### src/loader_pkg.sv
// Purpose: Constants for the power and init word loader
// Assumes: 16-bit configuration words, 200 MHz core clock
// Notes: Word addresses and field positions of the two loaded words
package loader_pkg;
    // ----------------------------------------------------------------
    // Word addresses in the internal configuration memory
    // ----------------------------------------------------------------
    localparam logic [7:0] POWER_WORD_ADDR = 8'h22;
    localparam logic [7:0] INIT_WORD_ADDR = 8'h24;
    localparam int ADDR_WIDTH = 8;
    localparam int WORD_WIDTH = 16;

    // ----------------------------------------------------------------
    // Power word fields
    // ----------------------------------------------------------------
    localparam int ACTIVE_POWER_MSB = 15;
    localparam int ACTIVE_POWER_LSB = 8;
    localparam int COMMON_POWER_MSB = 7;
    localparam int COMMON_POWER_LSB = 5;
    localparam int LOW_POWER_MSB = 4;
    localparam int LOW_POWER_LSB = 0;

    // ----------------------------------------------------------------
    // Init word fields
    // ----------------------------------------------------------------
    localparam int LOS_INVERT_BIT = 13;
    localparam int ADV_WAKE_BIT = 10;
    localparam int AUTO_CROSS_BIT = 9;
    localparam int ROM_DISABLE_BIT = 7;
    localparam int WAKE_ACTIVE_BIT = 6;
    localparam int LINK_MODE_MSB = 5;
    localparam int LINK_MODE_LSB = 4;

    // ----------------------------------------------------------------
    // Hardware defaults kept when a word is not programmed
    // ----------------------------------------------------------------
    localparam logic [15:0] POWER_WORD_DEFAULT = 16'h0000;
    localparam logic [15:0] INIT_WORD_DEFAULT = 16'h0280;
    localparam logic [1:0] LINK_MODE_COPPER = 2'h0;

    // ----------------------------------------------------------------
    // Data selector codes
    // ----------------------------------------------------------------
    localparam logic [3:0] SEL_ACTIVE_A = 4'h0;
    localparam logic [3:0] SEL_ACTIVE_B = 4'h4;
    localparam logic [3:0] SEL_LOW_A = 4'h3;
    localparam logic [3:0] SEL_LOW_B = 4'h7;
    localparam logic [3:0] SEL_COMMON = 4'h8;

    // ----------------------------------------------------------------
    // Status, fields and reload registers of the loader on the plain port
    // ----------------------------------------------------------------
    localparam logic [7:0] STATUS_REG_ADDR = 8'h00;
    localparam logic [7:0] FIELDS_REG_ADDR = 8'h01;
    localparam logic [7:0] RELOAD_REG_ADDR = 8'h02;
endpackage : loader_pkg

### src/power_and_init_word_loader.sv
// Purpose: Loads the power word and init word into live settings
// Assumes: Internal memory flags each word as programmed or blank
// Notes: Loads once after reset; software may ask for a reload
`timescale 1ns/1ps
`default_nettype none
// What this block does
// - Selector 0 or 4 reports the active-state power byte, bits 15:8, in 100 mW units.
// - Selector 8 reports the shared-function power field, bits 7:5.
// - Selector 3 or 7 reports the low-power-state field, bits 4:0, in 100 mW units.
// - Narrow power fields are reported with zeros in the upper bits.
// - Init bit 13 sets the default of the loss-of-signal inversion bit.
// - Init bit 10 goes to both the control and wake control advanced wake enables.
// - Init bit 9, default 1, loads the automatic crossover enable.
// - With crossover enabled the device decides itself on swapping cable pairs.
// - Init bit 7, default 1, disables the expansion ROM base address register.
// - Init bit 6 at 0 limits advanced wake to low power; at 1 it acts whenever enabled.
// - The wake-in-active-state bit is copied into the wake control register at load.
// - Init bits 5:4 load the link mode; 00 selects the internal copper PHY.
module power_and_init_word_loader (
    input wire logic mclk_in,
    input wire logic reset_n_in,
    output logic mem_rd_out,
    output logic [7:0] mem_addr_out,
    input wire logic [15:0] mem_data_in,
    input wire logic mem_valid_in,
    input wire logic [3:0] data_select_in,
    output logic [7:0] power_data_out,
    input wire logic low_power_state_in,
    input wire logic wake_event_in,
    input wire logic pairs_swapped_in,
    output logic loss_signal_invert_out,
    output logic ctrl_advanced_wake_out,
    output logic advanced_wake_enable_out,
    output logic wake_in_active_state_enable_out,
    output logic auto_crossover_out,
    output logic crossover_swap_out,
    output logic rom_bar_disable_out,
    output logic [1:0] link_mode_out,
    output logic wake_request_out,
    output logic load_done_out,
    input wire logic [7:0] reg_addr_in,
    input wire logic [15:0] reg_wdata_in,
    input wire logic reg_write_in,
    input wire logic reg_read_in,
    output logic [15:0] reg_rdata_out
);
    // ----------------------------------------------------------------
    // Reset release
    // ----------------------------------------------------------------
    logic [1:0] rst_sync_q;
    logic rst_n;

    // Two stages so release is clean against the clock
    always_ff @(posedge mclk_in or negedge reset_n_in) begin
        if (!reset_n_in) begin
            rst_sync_q <= 2'h0;
        end else begin
            rst_sync_q <= {rst_sync_q[0], 1'b1};
        end
    end
    assign rst_n = rst_sync_q[1];

    // ----------------------------------------------------------------
    // State
    // ----------------------------------------------------------------
    typedef enum logic [2:0] {
        ST_IDLE = 3'b000,
        ST_POWER = 3'b001,
        ST_POWER_WAIT = 3'b010,
        ST_INIT = 3'b011,
        ST_INIT_WAIT = 3'b100,
        ST_DONE = 3'b101
    } load_state_type;

    typedef struct packed {
        load_state_type fsm;
        logic start;
        logic [7:0] addr;
        logic [15:0] power_word;
        logic los_inv;
        logic ctrl_wake;
        logic wuc_wake;
        logic wake_d0;
        logic auto_cross;
        logic swap;
        logic rom_dis;
        logic [1:0] link_mode;
        logic wake_req;
        logic done;
        logic [15:0] rdata;
    } loader_state_type;

    loader_state_type state_q;
    loader_state_type state_d;

    logic fetch_done;
    logic [15:0] fetch_word;
    logic fetch_valid;

    // Wake qualifier: enable set, and either the active-state option or low power
    function automatic logic wake_allowed(input logic en, input logic d0, input logic lp);
        wake_allowed = en && (d0 || lp);
    endfunction : wake_allowed

    // ----------------------------------------------------------------
    // Sequencer and live settings
    // ----------------------------------------------------------------
    always_comb begin
        state_d = state_q;
        state_d.start = 1'b0;
        state_d.rdata = 16'h0000;
        case (state_q.fsm)
            ST_IDLE: begin
                state_d.fsm = ST_POWER;
            end
            ST_POWER: begin
                state_d.start = 1'b1;
                state_d.addr = loader_pkg::POWER_WORD_ADDR;
                state_d.fsm = ST_POWER_WAIT;
            end
            ST_POWER_WAIT: begin
                if (fetch_done) begin
                    if (fetch_valid) begin
                        state_d.power_word = fetch_word;
                    end
                    state_d.fsm = ST_INIT;
                end
            end
            ST_INIT: begin
                state_d.start = 1'b1;
                state_d.addr = loader_pkg::INIT_WORD_ADDR;
                state_d.fsm = ST_INIT_WAIT;
            end
            ST_INIT_WAIT: begin
                if (fetch_done) begin
                    // Blank word leaves current settings (defaults after reset); reserved bits never looked at
                    if (fetch_valid) begin
                        state_d.los_inv = fetch_word[loader_pkg::LOS_INVERT_BIT];
                        state_d.ctrl_wake = fetch_word[loader_pkg::ADV_WAKE_BIT];
                        state_d.wuc_wake = fetch_word[loader_pkg::ADV_WAKE_BIT];
                        state_d.auto_cross = fetch_word[loader_pkg::AUTO_CROSS_BIT];
                        state_d.rom_dis = fetch_word[loader_pkg::ROM_DISABLE_BIT];
                        state_d.wake_d0 = fetch_word[loader_pkg::WAKE_ACTIVE_BIT];
                        state_d.link_mode = fetch_word[loader_pkg::LINK_MODE_MSB:
                                                       loader_pkg::LINK_MODE_LSB];
                    end
                    state_d.done = 1'b1;
                    state_d.fsm = ST_DONE;
                end
            end
            ST_DONE: begin
                // Reload restarts without clearing current settings
                if (reg_write_in && reg_addr_in == loader_pkg::RELOAD_REG_ADDR &&
                    reg_wdata_in[0]) begin
                    state_d.done = 1'b0;
                    state_d.fsm = ST_POWER;
                end
            end
            default: begin
                state_d.fsm = ST_IDLE;
            end
        endcase

        // Crossover decision follows the pair detector only when enabled
        state_d.swap = state_q.auto_cross ? pairs_swapped_in : 1'b0;

        // Wake acts in low power only, or always when the active option is set
        state_d.wake_req = wake_event_in &&
            wake_allowed(state_q.wuc_wake, state_q.wake_d0, low_power_state_in);

        // Register reads answer one cycle later; unmapped reads give zero
        if (reg_read_in) begin
            case (reg_addr_in)
                loader_pkg::STATUS_REG_ADDR: begin
                    state_d.rdata = {13'h0000, state_q.swap, state_q.wake_req, state_q.done};
                end
                loader_pkg::FIELDS_REG_ADDR: begin
                    state_d.rdata = {2'h0, state_q.los_inv, 2'h0, state_q.wuc_wake,
                                     state_q.auto_cross, 1'b0, state_q.rom_dis,
                                     state_q.wake_d0, state_q.link_mode, 4'h0};
                end
                loader_pkg::POWER_WORD_ADDR: begin
                    state_d.rdata = state_q.power_word;
                end
                default: begin
                    state_d.rdata = 16'h0000;
                end
            endcase
        end
    end

    // Reset loads hardware defaults of both words
    always_ff @(posedge mclk_in or negedge rst_n) begin
        if (!rst_n) begin
            state_q <= '0;
            state_q.fsm <= ST_IDLE;
            state_q.power_word <= loader_pkg::POWER_WORD_DEFAULT;
            state_q.auto_cross <= loader_pkg::INIT_WORD_DEFAULT[loader_pkg::AUTO_CROSS_BIT];
            state_q.rom_dis <= loader_pkg::INIT_WORD_DEFAULT[loader_pkg::ROM_DISABLE_BIT];
            state_q.link_mode <= loader_pkg::LINK_MODE_COPPER;
        end else begin
            state_q <= state_d;
        end
    end

    // ----------------------------------------------------------------
    // Sub blocks
    // ----------------------------------------------------------------
    word_fetch u_fetch (
        .mclk_in(mclk_in),
        .rst_n_in(rst_n),
        .start_in(state_q.start),
        .addr_in(state_q.addr),
        .mem_rd_out(mem_rd_out),
        .mem_addr_out(mem_addr_out),
        .mem_data_in(mem_data_in),
        .mem_valid_in(mem_valid_in),
        .done_out(fetch_done),
        .word_out(fetch_word),
        .valid_out(fetch_valid)
    );

    power_data_mux u_power (
        .mclk_in(mclk_in),
        .rst_n_in(rst_n),
        .power_word_in(state_q.power_word),
        .data_select_in(data_select_in),
        .power_data_out(power_data_out)
    );

    // ----------------------------------------------------------------
    // Outputs
    // ----------------------------------------------------------------
    assign loss_signal_invert_out = state_q.los_inv;
    assign ctrl_advanced_wake_out = state_q.ctrl_wake;
    assign advanced_wake_enable_out = state_q.wuc_wake;
    assign wake_in_active_state_enable_out = state_q.wake_d0;
    assign auto_crossover_out = state_q.auto_cross;
    assign crossover_swap_out = state_q.swap;
    assign rom_bar_disable_out = state_q.rom_dis;
    assign link_mode_out = state_q.link_mode;
    assign wake_request_out = state_q.wake_req;
    assign load_done_out = state_q.done;
    assign reg_rdata_out = state_q.rdata;

    // ----------------------------------------------------------------
    // Checks
    // ----------------------------------------------------------------
    a_wake_copies: assert property (@(posedge mclk_in) disable iff (!rst_n)
        state_q.fsm == ST_INIT_WAIT && fetch_done && fetch_valid |=>
        ctrl_advanced_wake_out == advanced_wake_enable_out &&
        advanced_wake_enable_out == $past(fetch_word[10]))
        else $error("advanced wake copies differ");
    a_los_load: assert property (@(posedge mclk_in) disable iff (!rst_n)
        state_q.fsm == ST_INIT_WAIT && fetch_done && fetch_valid |=>
        loss_signal_invert_out == $past(fetch_word[13]))
        else $error("loss invert not loaded");
    a_cross_load: assert property (@(posedge mclk_in) disable iff (!rst_n)
        state_q.fsm == ST_INIT_WAIT && fetch_done && fetch_valid |=>
        auto_crossover_out == $past(fetch_word[9]))
        else $error("crossover not loaded");
    a_rom_load: assert property (@(posedge mclk_in) disable iff (!rst_n)
        state_q.fsm == ST_INIT_WAIT && fetch_done && fetch_valid |=>
        rom_bar_disable_out == $past(fetch_word[7]) &&
        wake_in_active_state_enable_out == $past(fetch_word[6]))
        else $error("rom disable or wake d0 wrong");
    a_link_load: assert property (@(posedge mclk_in) disable iff (!rst_n)
        state_q.fsm == ST_INIT_WAIT && fetch_done && fetch_valid |=>
        link_mode_out == $past(fetch_word[5:4]))
        else $error("link mode not loaded");
    a_blank_keeps: assert property (@(posedge mclk_in) disable iff (!rst_n)
        state_q.fsm == ST_INIT_WAIT && fetch_done && !fetch_valid |=>
        $stable(link_mode_out) && $stable(auto_crossover_out))
        else $error("blank word changed settings");
    a_no_swap_off: assert property (@(posedge mclk_in) disable iff (!rst_n)
        !auto_crossover_out ##1 !$past(auto_crossover_out) |-> !crossover_swap_out)
        else $error("swap while crossover off");
    a_wake_gate: assert property (@(posedge mclk_in) disable iff (!rst_n)
        wake_event_in && advanced_wake_enable_out && !low_power_state_in &&
        !wake_in_active_state_enable_out |=> !wake_request_out)
        else $error("wake in active state not gated");
    a_load_time: assert property (@(posedge mclk_in) disable iff (!rst_n)
        $rose(rst_n) |-> ##[1:12] load_done_out)
        else $error("load did not finish");
    c_load_done: cover property (@(posedge mclk_in) $rose(load_done_out));
    c_wake_req: cover property (@(posedge mclk_in) wake_request_out);
    c_blank_init: cover property (@(posedge mclk_in)
        state_q.fsm == ST_INIT_WAIT && fetch_done && !fetch_valid);
endmodule : power_and_init_word_loader
`default_nettype wire

### src/power_data_mux.sv
// Purpose: Chooses the power figure that the data register reports
// Assumes: Power word already latched
// Notes: Registered output, one cycle after a selector change
`timescale 1ns/1ps
`default_nettype none
module power_data_mux (
    input wire logic mclk_in,
    input wire logic rst_n_in,
    input wire logic [15:0] power_word_in,
    input wire logic [3:0] data_select_in,
    output logic [7:0] power_data_out
);
    typedef struct packed {
        logic [7:0] data;
    } mux_state_type;

    mux_state_type state_q;
    mux_state_type state_d;

    // Field select; narrower fields are zero padded at the top
    always_comb begin
        state_d = state_q;
        case (data_select_in)
            loader_pkg::SEL_ACTIVE_A, loader_pkg::SEL_ACTIVE_B: begin
                state_d.data = power_word_in[loader_pkg::ACTIVE_POWER_MSB:
                                             loader_pkg::ACTIVE_POWER_LSB];
            end
            loader_pkg::SEL_COMMON: begin
                state_d.data = {5'h00, power_word_in[loader_pkg::COMMON_POWER_MSB:
                                                     loader_pkg::COMMON_POWER_LSB]};
            end
            loader_pkg::SEL_LOW_A, loader_pkg::SEL_LOW_B: begin
                state_d.data = {3'h0, power_word_in[loader_pkg::LOW_POWER_MSB:
                                                    loader_pkg::LOW_POWER_LSB]};
            end
            default: begin
                state_d.data = 8'h00;
            end
        endcase
    end

    always_ff @(posedge mclk_in or negedge rst_n_in) begin
        if (!rst_n_in) begin
            state_q <= '0;
        end else begin
            state_q <= state_d;
        end
    end

    assign power_data_out = state_q.data;

    // ----------------------------------------------------------------
    // Checks
    // ----------------------------------------------------------------
    a_common_pad: assert property (@(posedge mclk_in) disable iff (!rst_n_in)
        data_select_in == loader_pkg::SEL_COMMON |=> power_data_out[7:3] == 5'h00)
        else $error("common power not zero padded");
    a_active_field: assert property (@(posedge mclk_in) disable iff (!rst_n_in)
        data_select_in == 4'h4 |=> power_data_out == $past(power_word_in[15:8]))
        else $error("active power field wrong");
    a_low_field: assert property (@(posedge mclk_in) disable iff (!rst_n_in)
        data_select_in == 4'h7 |=> power_data_out == {3'h0, $past(power_word_in[4:0])})
        else $error("low power field wrong");
    c_common_sel: cover property (@(posedge mclk_in) data_select_in == 4'h8);
endmodule : power_data_mux
`default_nettype wire

### src/word_fetch.sv
// Purpose: Reads one configuration word from the internal memory
// Assumes: Memory answers a read one cycle after the request
// Notes: Read data held in a register until the next fetch
`timescale 1ns/1ps
`default_nettype none
module word_fetch (
    input wire logic mclk_in,
    input wire logic rst_n_in,
    input wire logic start_in,
    input wire logic [7:0] addr_in,
    output logic mem_rd_out,
    output logic [7:0] mem_addr_out,
    input wire logic [15:0] mem_data_in,
    input wire logic mem_valid_in,
    output logic done_out,
    output logic [15:0] word_out,
    output logic valid_out
);
    typedef struct packed {
        logic rd;
        logic [7:0] addr;
        logic wait_data;
        logic done;
        logic [15:0] word;
        logic valid;
    } fetch_state_type;

    fetch_state_type state_q;
    fetch_state_type state_d;

    // One read, then capture the word and whether it was programmed
    always_comb begin
        state_d = state_q;
        state_d.rd = 1'b0;
        state_d.done = 1'b0;
        if (start_in && !state_q.wait_data) begin
            state_d.rd = 1'b1;
            state_d.addr = addr_in;
            state_d.wait_data = 1'b1;
        end else if (state_q.wait_data && !state_q.rd) begin
            state_d.wait_data = 1'b0;
            state_d.done = 1'b1;
            state_d.word = mem_data_in;
            state_d.valid = mem_valid_in;
        end
    end

    always_ff @(posedge mclk_in or negedge rst_n_in) begin
        if (!rst_n_in) begin
            state_q <= '0;
        end else begin
            state_q <= state_d;
        end
    end

    assign mem_rd_out = state_q.rd;
    assign mem_addr_out = state_q.addr;
    assign done_out = state_q.done;
    assign word_out = state_q.word;
    assign valid_out = state_q.valid;
endmodule : word_fetch
`default_nettype wire

### config.mk
export PLATFORM = sky130hd
export DESIGN_NAME = power_and_init_word_loader
export DESIGN_NICKNAME = d
export VERILOG_FILES = /design/src/loader_pkg.sv /design/src/power_and_init_word_loader.sv /design/src/power_data_mux.sv /design/src/word_fetch.sv
export SDC_FILE = /design/constraint.sdc
export NUM_CORES = 1
export LEC_CHECK = 0
export BUFFER_PORTS_ARGS = -buffer_cell sky130_fd_sc_hd__buf_2
export CAP_MARGIN = 20
export CORE_MARGIN = 2
export CORE_UTILIZATION = 35
export CTS_CLUSTER_SIZE = 14
export DETAILED_ROUTE_END_ITERATION = 7
export GPL_TIMING_DRIVEN = 0
export REMOVE_ABC_BUFFERS = 1
export SLEW_MARGIN = 0
export SYNTH_ARGS = -nofsm -noshare
export SYNTH_HDL_FRONTEND = slang
export SYNTH_HIERARCHICAL = 1
export SYNTH_SLANG_ARGS = --single-unit
### constraint.sdc
create_clock -name mclk_in -period 6.7 [get_ports mclk_in]
set_clock_uncertainty 0.1 [all_clocks]
set_input_delay 1.675 -clock mclk_in [delete_from_list [all_inputs] [get_ports mclk_in]]
set_output_delay 1.675 -clock mclk_in [all_outputs]
set_load 0.01 [all_outputs]
---- After elaboration in Yosys (flattened, before gate mapping) ----
Cells that the tools add are included.
operators by class
  reductions and logical operators ........ 22
  bitwise operators ....................... 1
  eq/ne operators ......................... 15
  multiplexer cells ....................... 16
operators by type and width
  kind                  count
  $pmux W16 S3          1
  $pmux W8 S3           1
  $mux W19              1
  $mux W18              1
  $pmux W3 S6           1
  $pmux W9 S2           1
  $mux W16              1
  $reduce_and A3 Y1     4
  $mux W3               3
  $mux W9               1
  $eq A4 B3 Y1 const B  2
  $eq A8 B1 Y1 const B  1
  $eq A8 B2 Y1 const B  1
  $eq A8 B6 Y1 const B  1
  $logic_not A8 Y1      1
  $eq A3 B2 Y1 const B  2
  $eq A3 B3 Y1 const B  2
  $logic_and A1 B1 Y1   6
  $reduce_bool A2 Y1    3
  $eq A4 B2 Y1 const B  1
  $eq A4 B4 Y1 const B  1
  $logic_not A4 Y1      1
  $mux W1               4
  $ne A2 B1 Y1 const B  2
  other kinds (9)       11
storage, ports and cells
  bits of input ports ..................... 52
  output and inout port bits .............. 44
  logic and storage cells ................. 76
  flip-flop bits (word level) ............. 92

---- Longest topological paths before layout ----
Gate-level depths: netlist (run 1).
  depth in word-level cells ............... 5
  depth in mapped cells ................... 4
  depth with buffers taken out ............ 4

---- Modules after synthesis ----
The synthesis (run 1) kept the hierarchy.
modules (own cells, without submodules)
  module                      times used  area an instance (sq um)  cells each  sequential area each (sq um)
  power_and_init_word_loader  1           2115.8                    160         1278.7
  word_fetch                  1           1261.2                    83          700.7
  power_data_mux              1           327.8                     22          200.2

---- Least setup slack after synthesis (run 1) ----
Ideal clock, no wire load.
  path type ............................... input to register
  start ................................... in reg_addr_in[3]
  end ..................................... reg state_q, in the netlist reg_rdata_out[0]
  stages .................................. 3
  path slack .............................. 4.017 ns
  arrival ................................. 2.494 ns
  required time ........................... 6.511 ns
  library setup time ...................... 0.089 ns
  path buffers ............................ 0
  cell sequence ........................... nor4_1 nand3_1 nor3_1
RTL lines
  what                  RTL line                           source
  from (decl)           power_and_init_word_loader.sv:41   input wire logic [7:0] reg_addr_in,
  to (signal assigned)  power_and_init_word_loader.sv:202  state_q <= state_d;
  to (decl)             power_and_init_word_loader.sv:93   loader_state_type state_q;

==> run_results.csv, run 1 <==
group,metric,value,unit
clocking,clkLatencyLatePin,0.35,ns
routing,detail_route.vias_per_cell,4.60,
logic_synthesis,syn-cell-area,0.00370,sq mm
sta,worst_slew_pin_slew,1.07,ns
clocking,clock_transition_at_the_registers_of_the_reported_paths,0.09,ns
min_path,timing.hold.worst.class,"reg2async",
global_routing,grt-ovfl-total,0,
global_routing,grt_start_max_net_pins,55,
clocking,cts-root-to-sink-buffers,2,
sta,setup-violations-final,0,
logic_synthesis,ys_seq_area_frac,0.588,
placement,dpl.hpwl,4920,microns
logic_synthesis,synth_seq_cells,87,
setup_path,critPathMaxFanout,10,
floorplan,die_span_in_x,107,microns
global_routing,grt_antenna_before_repair,0,
power,pwr-share-seq,0.535,
floorplan,coreArea,0.0103,sq mm
power,p_switching,379,uW
cells_and_area,areaGrowthSynthToFinish,11.6,%
cells_and_area,antenna-diode-count,0,
sta,timing.final.crit_period,2.91,ns
clocking,cts-root-buf,"sky130_fd_sc_hd__clkbuf_8",
routing,wl_per_cell,15.6,microns
floorplan,die_height,107,microns
clocking,cts_repair_resize_count,0,
clocking,cts.htree.levels,3,
sta,maxSlewHeadroom,0.285,
logic_synthesis,netlist.top_cell.by_area,"sky130_fd_sc_hd__dfrtp_1",
logic_synthesis,post_synth_main_area_contributors,"sky130_fd_sc_hd__dfrtp_1, sky130_fd_sc_hd__mux2_2, sky130_fd_sc_hd__buf_4, sky130_fd_sc_hd__mux2_4, sky130_fd_sc_hd__a22oi_1",
power,share_clk_of_total_power,0.262,
logic_synthesis,synth.distinct_cells,44,
power,power.density_cell_area,321,mW/mm^2
floorplan,io-pin-count,96,
clocking,cts_tree,"yes",
logic_synthesis,yosysWarnings,6,
setup_path,setup.worst_path.class,"in2reg",
setup_path,critical_path.max_stage_delay,0.49,ns
sta,finalHoldViolations,0,
logic_synthesis,syn_area_per_cell,14.0,sq um
setup_path,worstPathCellList,"buf_2 -> nor4_1 -> nand3_1 -> nor3_1",
logic_synthesis,syn-instance-count,265,
routing,detail_route.drc_violations,0,
setup_path,arrival,3.07,ns
power,combinational_share_of_power,0.203,
cells_and_area,final_layout_size_suffix_gt1_frac,0.502,
sta,final-max-slew-violation-count,0,
clocking,numCtsBuffers,9,
sta,max_freq,0.344,GHz
clocking,number_of_clock_sinks_seen_by_cts,87,
floorplan,initial_core_util,0.359,
power,power.ir.vdd_worst,0.145,mV
floorplan,fp-row-count,37,
setup_path,crit_required,6.87,ns
global_routing,global_route.usage.total,0.135,
cells_and_area,nets,364,
outcome,run_status,"completed",
power,swShare,0.286,
sta,period_share,0.434,
flow_run,cap_viol_max_count,0,
routing,drt_pre_antenna_iters,4,
routing,detailroute.via_count,2085,
setup_path,critical_path.endpoint_type,"flip-flop",
sta,fin_setup_tns,0,ns
setup_path,cp-start-kind,"primary input",
sta,unrepaired_setup_endpoints_after_global_routing,"false",
floorplan,die_area,0.0114,sq mm
routing,drt_wl_total,7050,microns
clocking,holdBufCountCts,0,
routing,first_iter_violations,60,
clocking,post_cts_buffers,0,
placement,numPortBuffers,80,
power,power_report.internal_total,946,uW
routing,antenna_violating_nets_post_route,0,
placement,finalWeightedCongestion,0.725,
power,static-leakage-power,0.00215,uW
sta,fin_hold_ws,0.176,ns
setup_path,slowest_stage,"sky130_fd_sc_hd__nor4_1",
global_routing,vias_in_the_first_global_route,2122,
logic_synthesis,netlist.area_leader.share,0.574,
global_routing,global_route_wire_length_before_repair,11400,microns
==> placed cells by master, fill, tap and decap left out, types with 5 or more instances in the layout <==
cell                       count
sky130_fd_sc_hd__mux2_4        9
sky130_fd_sc_hd__buf_2        80
sky130_fd_sc_hd__nor2_1        9
sky130_fd_sc_hd__conb_1        6
sky130_fd_sc_hd__mux2_2       39
sky130_fd_sc_hd__and2_1        5
sky130_fd_sc_hd__dfrtp_1      84
sky130_fd_sc_hd__and3_1        7
sky130_fd_sc_hd__a22oi_1      10
sky130_fd_sc_hd__clkbuf_8     10
==> power by group through the flow <==
stage               combinational, uW  clock, uW  sequential [uW]
finish                            268        347              709
floorplan                         169          0              725
detailed placement                272          0              721
CTS                               273        364              711
global placement                  258          0              721
global route                      295        388              727
==> synthesized netlist by cell type, drive strengths merged <==
cell type  count
or2b           1
nor3           4
mux2          48
nor3b          2
o21ai          3
nor2          10
a211oi         1
and2           5
clkbuf         1
xnor2          1
and3b          2
nand2b         2
nor4           1
a21o           1
and3           7
nand4b         1
buf           48
dfrtp         85
a2bb2oi        1
nand3          1
a221oi         1
o21bai         1
a22o           2
inv            4
nand2          4
nor2b          2
o211a          1
and4bb         1
dfstp          2
and2b          1
a221o          3
conb           2
nor4b          5
a22oi         10
nand3b         1
==> kinds of logic (layout without fill, tap and decap cells) <==
kind of cell / count (synthesis) / in the layout / synth area share
other: 2 / 6 / 0.00203
multiplexers: 48 / 48 / 0.155
buffers and inverters: 53 / 101 / 0.106
XOR/XNOR: 1 / 1 / 0.00236
AND/OR/NAND/NOR: 50 / 50 / 0.0942
AO/OA/AOI/OAI: 24 / 24 / 0.0517
flip-flops: 87 / 87 / 0.588
==> worst max-delay path, delay by kind of cell <==
family | cells | cell delay (ns)
buffers and inverters | 1 | 0.10
AND/OR/NAND/NOR | 3 | 1.29
==> area by class of cell <==
type	instances	area, sq um
fillers	1001	6190
flip-flops and latches	87	2180
multi-input cells	129	1150
repair buffers	81	428
well taps	136	170
clock buffers	10	138
clock inverters	6	52.6
inverters	4	15.0
==> sequential cells by signal, indices dropped and copies added (netlist names), 2 cells and up <==
| signal | flops |
|---|---|
| u_power/power_data_out | 8 |
| u_fetch/word_out | 16 |
| u_fetch/mem_addr_out | 8 |
| link_mode_out | 2 |
| state_q | 23 |
| rst_sync_q | 2 |
| reg_rdata_out | 16 |
==> per-stage QoR <==
stage          total power [uW]  utilization  area (sq um)  setup WS, ns  std cells
2_1_floorplan               894            -          3340          4.00        220
3_3_place_gp                980        0.379          3910          3.02        436
3_5_place_dp                993        0.382          3940          3.38        437
4_1_cts                    1350        0.400          4130          3.76        453
5_1_grt                    1410        0.400          4130          3.54        453
6_report                   1320        0.400          4130          3.79        453
==> per-layer routing <==
layer	GRT usage	routed length, microns	up-vias
met5	0	0	-
met4	0.0390	76	0
met3	0.0517	401	6
met2	0.208	3340	53
met1	0.179	3230	1049
li1	-	-	977
==> worst paths after layout <==
| path | from | end | slack (ns) | cells after the start |
|---|---|---|---|---|
| setup / recovery | reg_addr_in[3] | reg_rdata_out[2] | 3.79 | 4 |
| hold / removal | rst_sync_q[1] | u_fetch/word_out[3] | 0.18 | 0 |
| setup reg to reg | state_q[52] | state_q[38] | 4.60 | 3 |
| hold reg to reg | rst_sync_q[1] | u_fetch/word_out[3] | 0.18 | 0 |
| max in group asynchronous | reset_n_in | rst_sync_q[1] | 5.41 | 1 |
| min in group mclk_in | rst_sync_q[0] | rst_sync_q[1] | 0.26 | 0 |
No activity file was read; power rests on OpenSTA's default activity.
==> run 2, diff against run 1 <==
Clock period 6.7 ns to 2.6 ns, I/O delays scaled along.
==> run 2 against run 1 <==
- worst setup slack worse by 3.3 ns
- design area up 0.24%
- global-route usage about the same
- clock-buffer cell count unchanged
- power rose to 2.6 times the previous value
- sequential cell count unchanged
- sequential share of layout area down 0.13 points
- worst hold slack about the same
- first-iteration DRC count up 3.3%
- routed wire length up 0.24%
- clock power rose to 2.6 times the previous value
- sequential power rose to 2.6 times the previous value
==> run_results.csv, run 2 (synthesis results as in run 1) <==
group,metric,value,unit
outcome,run_status,"completed",
routing,drt_wl_total,7070,microns
power,power_report.internal_total,2440,uW
placement,finalWeightedCongestion,0.725,
global_routing,grt_most_used_layer,"met2",
sta,timing.final.crit_period,2.10,ns
global_routing,global_route_wire_length_before_repair,11500,microns
global_routing,grt_antenna_before_repair,0,
routing,detail_route.drc_violations,0,
cells_and_area,largest_reg_flops,23,
clocking,clkLatencyLatePin,0.35,ns
min_path,timing.hold.worst.class,"reg2async",
global_routing,grt-ovfl-total,0,
floorplan,die_area,0.0114,sq mm
sta,fin_setup_tns,0,ns
sta,setup-violations-final,0,
setup_path,cp-start-kind,"flip-flop",
setup_path,crit_required,2.74,ns
floorplan,die_height,107,microns
flow_run,cap_viol_max_count,0,
clocking,cts-root-to-sink-buffers,2,
sta,max_freq,0.476,GHz
setup_path,slowest_stage,"sky130_fd_sc_hd__nor3b_4",
cells_and_area,areaGrowthSynthToFinish,11.8,%
global_routing,use_met2,0.209,
setup_path,setup.worst_path.class,"reg2reg",
cells_and_area,antenna-diode-count,0,
routing,detailroute.via_count,2093,
power,p_switching,976,uW
routing,wl_per_cell,15.6,microns
setup_path,arrival,2.24,ns
cells_and_area,nets,365,
setup_path,critPathMaxFanout,16,
power,power.density_cell_area,824,mW/mm^2
placement,numPortBuffers,80,
cells_and_area,final_core_util,0.401,
cells_and_area,layout_commonest_cell,"sky130_fd_sc_hd__dfrtp_1",
sta,worst_slew_pin_slew,1.07,ns
cells_and_area,commonest_non_fill_non_tap_cells_in_the_layout,"sky130_fd_sc_hd__dfrtp_1, sky130_fd_sc_hd__buf_2, sky130_fd_sc_hd__mux2_2, sky130_fd_sc_hd__a22oi_1, sky130_fd_sc_hd__clkbuf_8",
routing,detail_route.vias_per_cell,4.61,
setup_path,worstPathCellList,"nand3b_4 -> nor3b_4 -> mux2_2",
power,swShare,0.286,
global_routing,vias_in_the_first_global_route,2127,
cells_and_area,biggest_register,"state_q",
cells_and_area,multiInputGateArea,0.00115,sq mm
sta,period_share,0.808,
routing,drt_pre_antenna_iters,4,
clocking,cts_tree,"yes",
routing,antenna_violating_nets_post_route,0,
power,power.ir.vdd_worst,0.373,mV
global_routing,use_met1,0.179,
cells_and_area,final_layout_size_suffix_gt1_frac,0.500,
floorplan,coreArea,0.0103,sq mm
power,pwr-share-seq,0.535,
floorplan,fp-row-count,37,
clocking,clock_transition_at_the_registers_of_the_reported_paths,0.09,ns
floorplan,die_span_in_x,107,microns
clocking,number_of_clock_sinks_seen_by_cts,87,
setup_path,critical_path.max_stage_delay,0.81,ns
power,static-leakage-power,0.00215,uW
sta,maxSlewHeadroom,0.287,
global_routing,grt_start_max_net_pins,55,
global_routing,groute.layer.met3.usage,0.0517,
placement,dpl.hpwl,4920,microns
sta,final-max-slew-violation-count,0,
global_routing,global_route.usage.total,0.136,
clocking,cts-root-buf,"sky130_fd_sc_hd__clkbuf_8",
clocking,post_cts_buffers,0,
cells_and_area,filler_cell_count,1002,
power,combinational_share_of_power,0.203,
power,share_clk_of_total_power,0.262,
routing,first_iter_violations,62,
floorplan,initial_core_util,0.359,
cells_and_area,area.sequential,0.00218,sq mm
clocking,numCtsBuffers,9,
floorplan,io-pin-count,96,
sta,unrepaired_setup_endpoints_after_global_routing,"false",
clocking,cts.htree.levels,3,
sta,finalHoldViolations,0,
setup_path,critical_path.endpoint_type,"flip-flop",
sta,fin_hold_ws,0.176,ns
-- run 2: cell count changes in the layout (fill, tap and decap cells not counted), sizes merged --
| cell | before | now |
|---|---|---|
| dlygate4sd3 | 0 | 1 |
-- run 2: routing by layer --
| layer | up-vias | wire length (microns) | part of all wire |
|---|---|---|---|
| li1 | 979 | - | - |
| met1 | 1056 | 3260 | 0.46 |
| met2 | 54 | 3350 | 0.47 |
| met3 | 4 | 399 | 0.056 |
| met4 | 0 | 58 | 0.0082 |
| met5 | - | 0 | 0 |
-- run 2: final timing paths --
kind,startpoint,slack (ns),cells after the start,endpoint
worst max-delay path,state_q[52],0.50,3,state_q[38]
worst max register to register,state_q[52],0.50,3,state_q[38]
worst min register to register,rst_sync_q[1],0.18,0,u_fetch/word_out[3]
min in group mclk_in,rst_sync_q[0],0.26,0,rst_sync_q[1]
max in group asynchronous,rst_sync_q[1],1.61,1,u_power/power_data_out[2]
worst min-delay path,rst_sync_q[1],0.18,0,u_fetch/word_out[3]
-- run 2: repair_timing --
action,4_1_cts,5_1_grt
hold endpoints to repair,2,0
gates resized for setup,0,0
hold buffers,1,0
-- run 2: layout make-up --
type | instances | share of cell area
Timing Repair Buffer | 82 | 0.106
Clock inverter | 6 | 0.0127
Multi-Input combinational cell | 129 | 0.277
Clock buffer | 10 | 0.0332
Sequential cell | 87 | 0.527
Inverter | 4 | 0.00362
Tap cell | 136 | 0.0411
-- run 2: worst max-delay path: cells and delay by family, from the launching register on --
family | cells | cell delay, ns
muxes | 1 | 0.42
DFF | 1 | 0.45
and+or+nand+nor | 2 | 1.02
-- run 2: power groups by stage --
| stage | clock network, uW | registers, uW | logic (uW) |
|---|---|---|---|
| floorplan | 0 | 1870 | 434 |
| global placement | 0 | 1860 | 665 |
| detailed placement | 0 | 1860 | 700 |
| CTS | 939 | 1830 | 703 |
| global route | 1000 | 1870 | 761 |
| finish | 894 | 1830 | 693 |
-- run 2: metrics by stage --
step,power [uW],area [sq um],setup WS [ns],instances
floorplan,2300,3340,-0.0991,220
global placement,2520,3910,-1.08,436
detailed placement,2560,3940,0.301,437
CTS,3470,4140,0.407,454
global route,3630,4140,0.361,454
finish,3410,4140,0.499,454
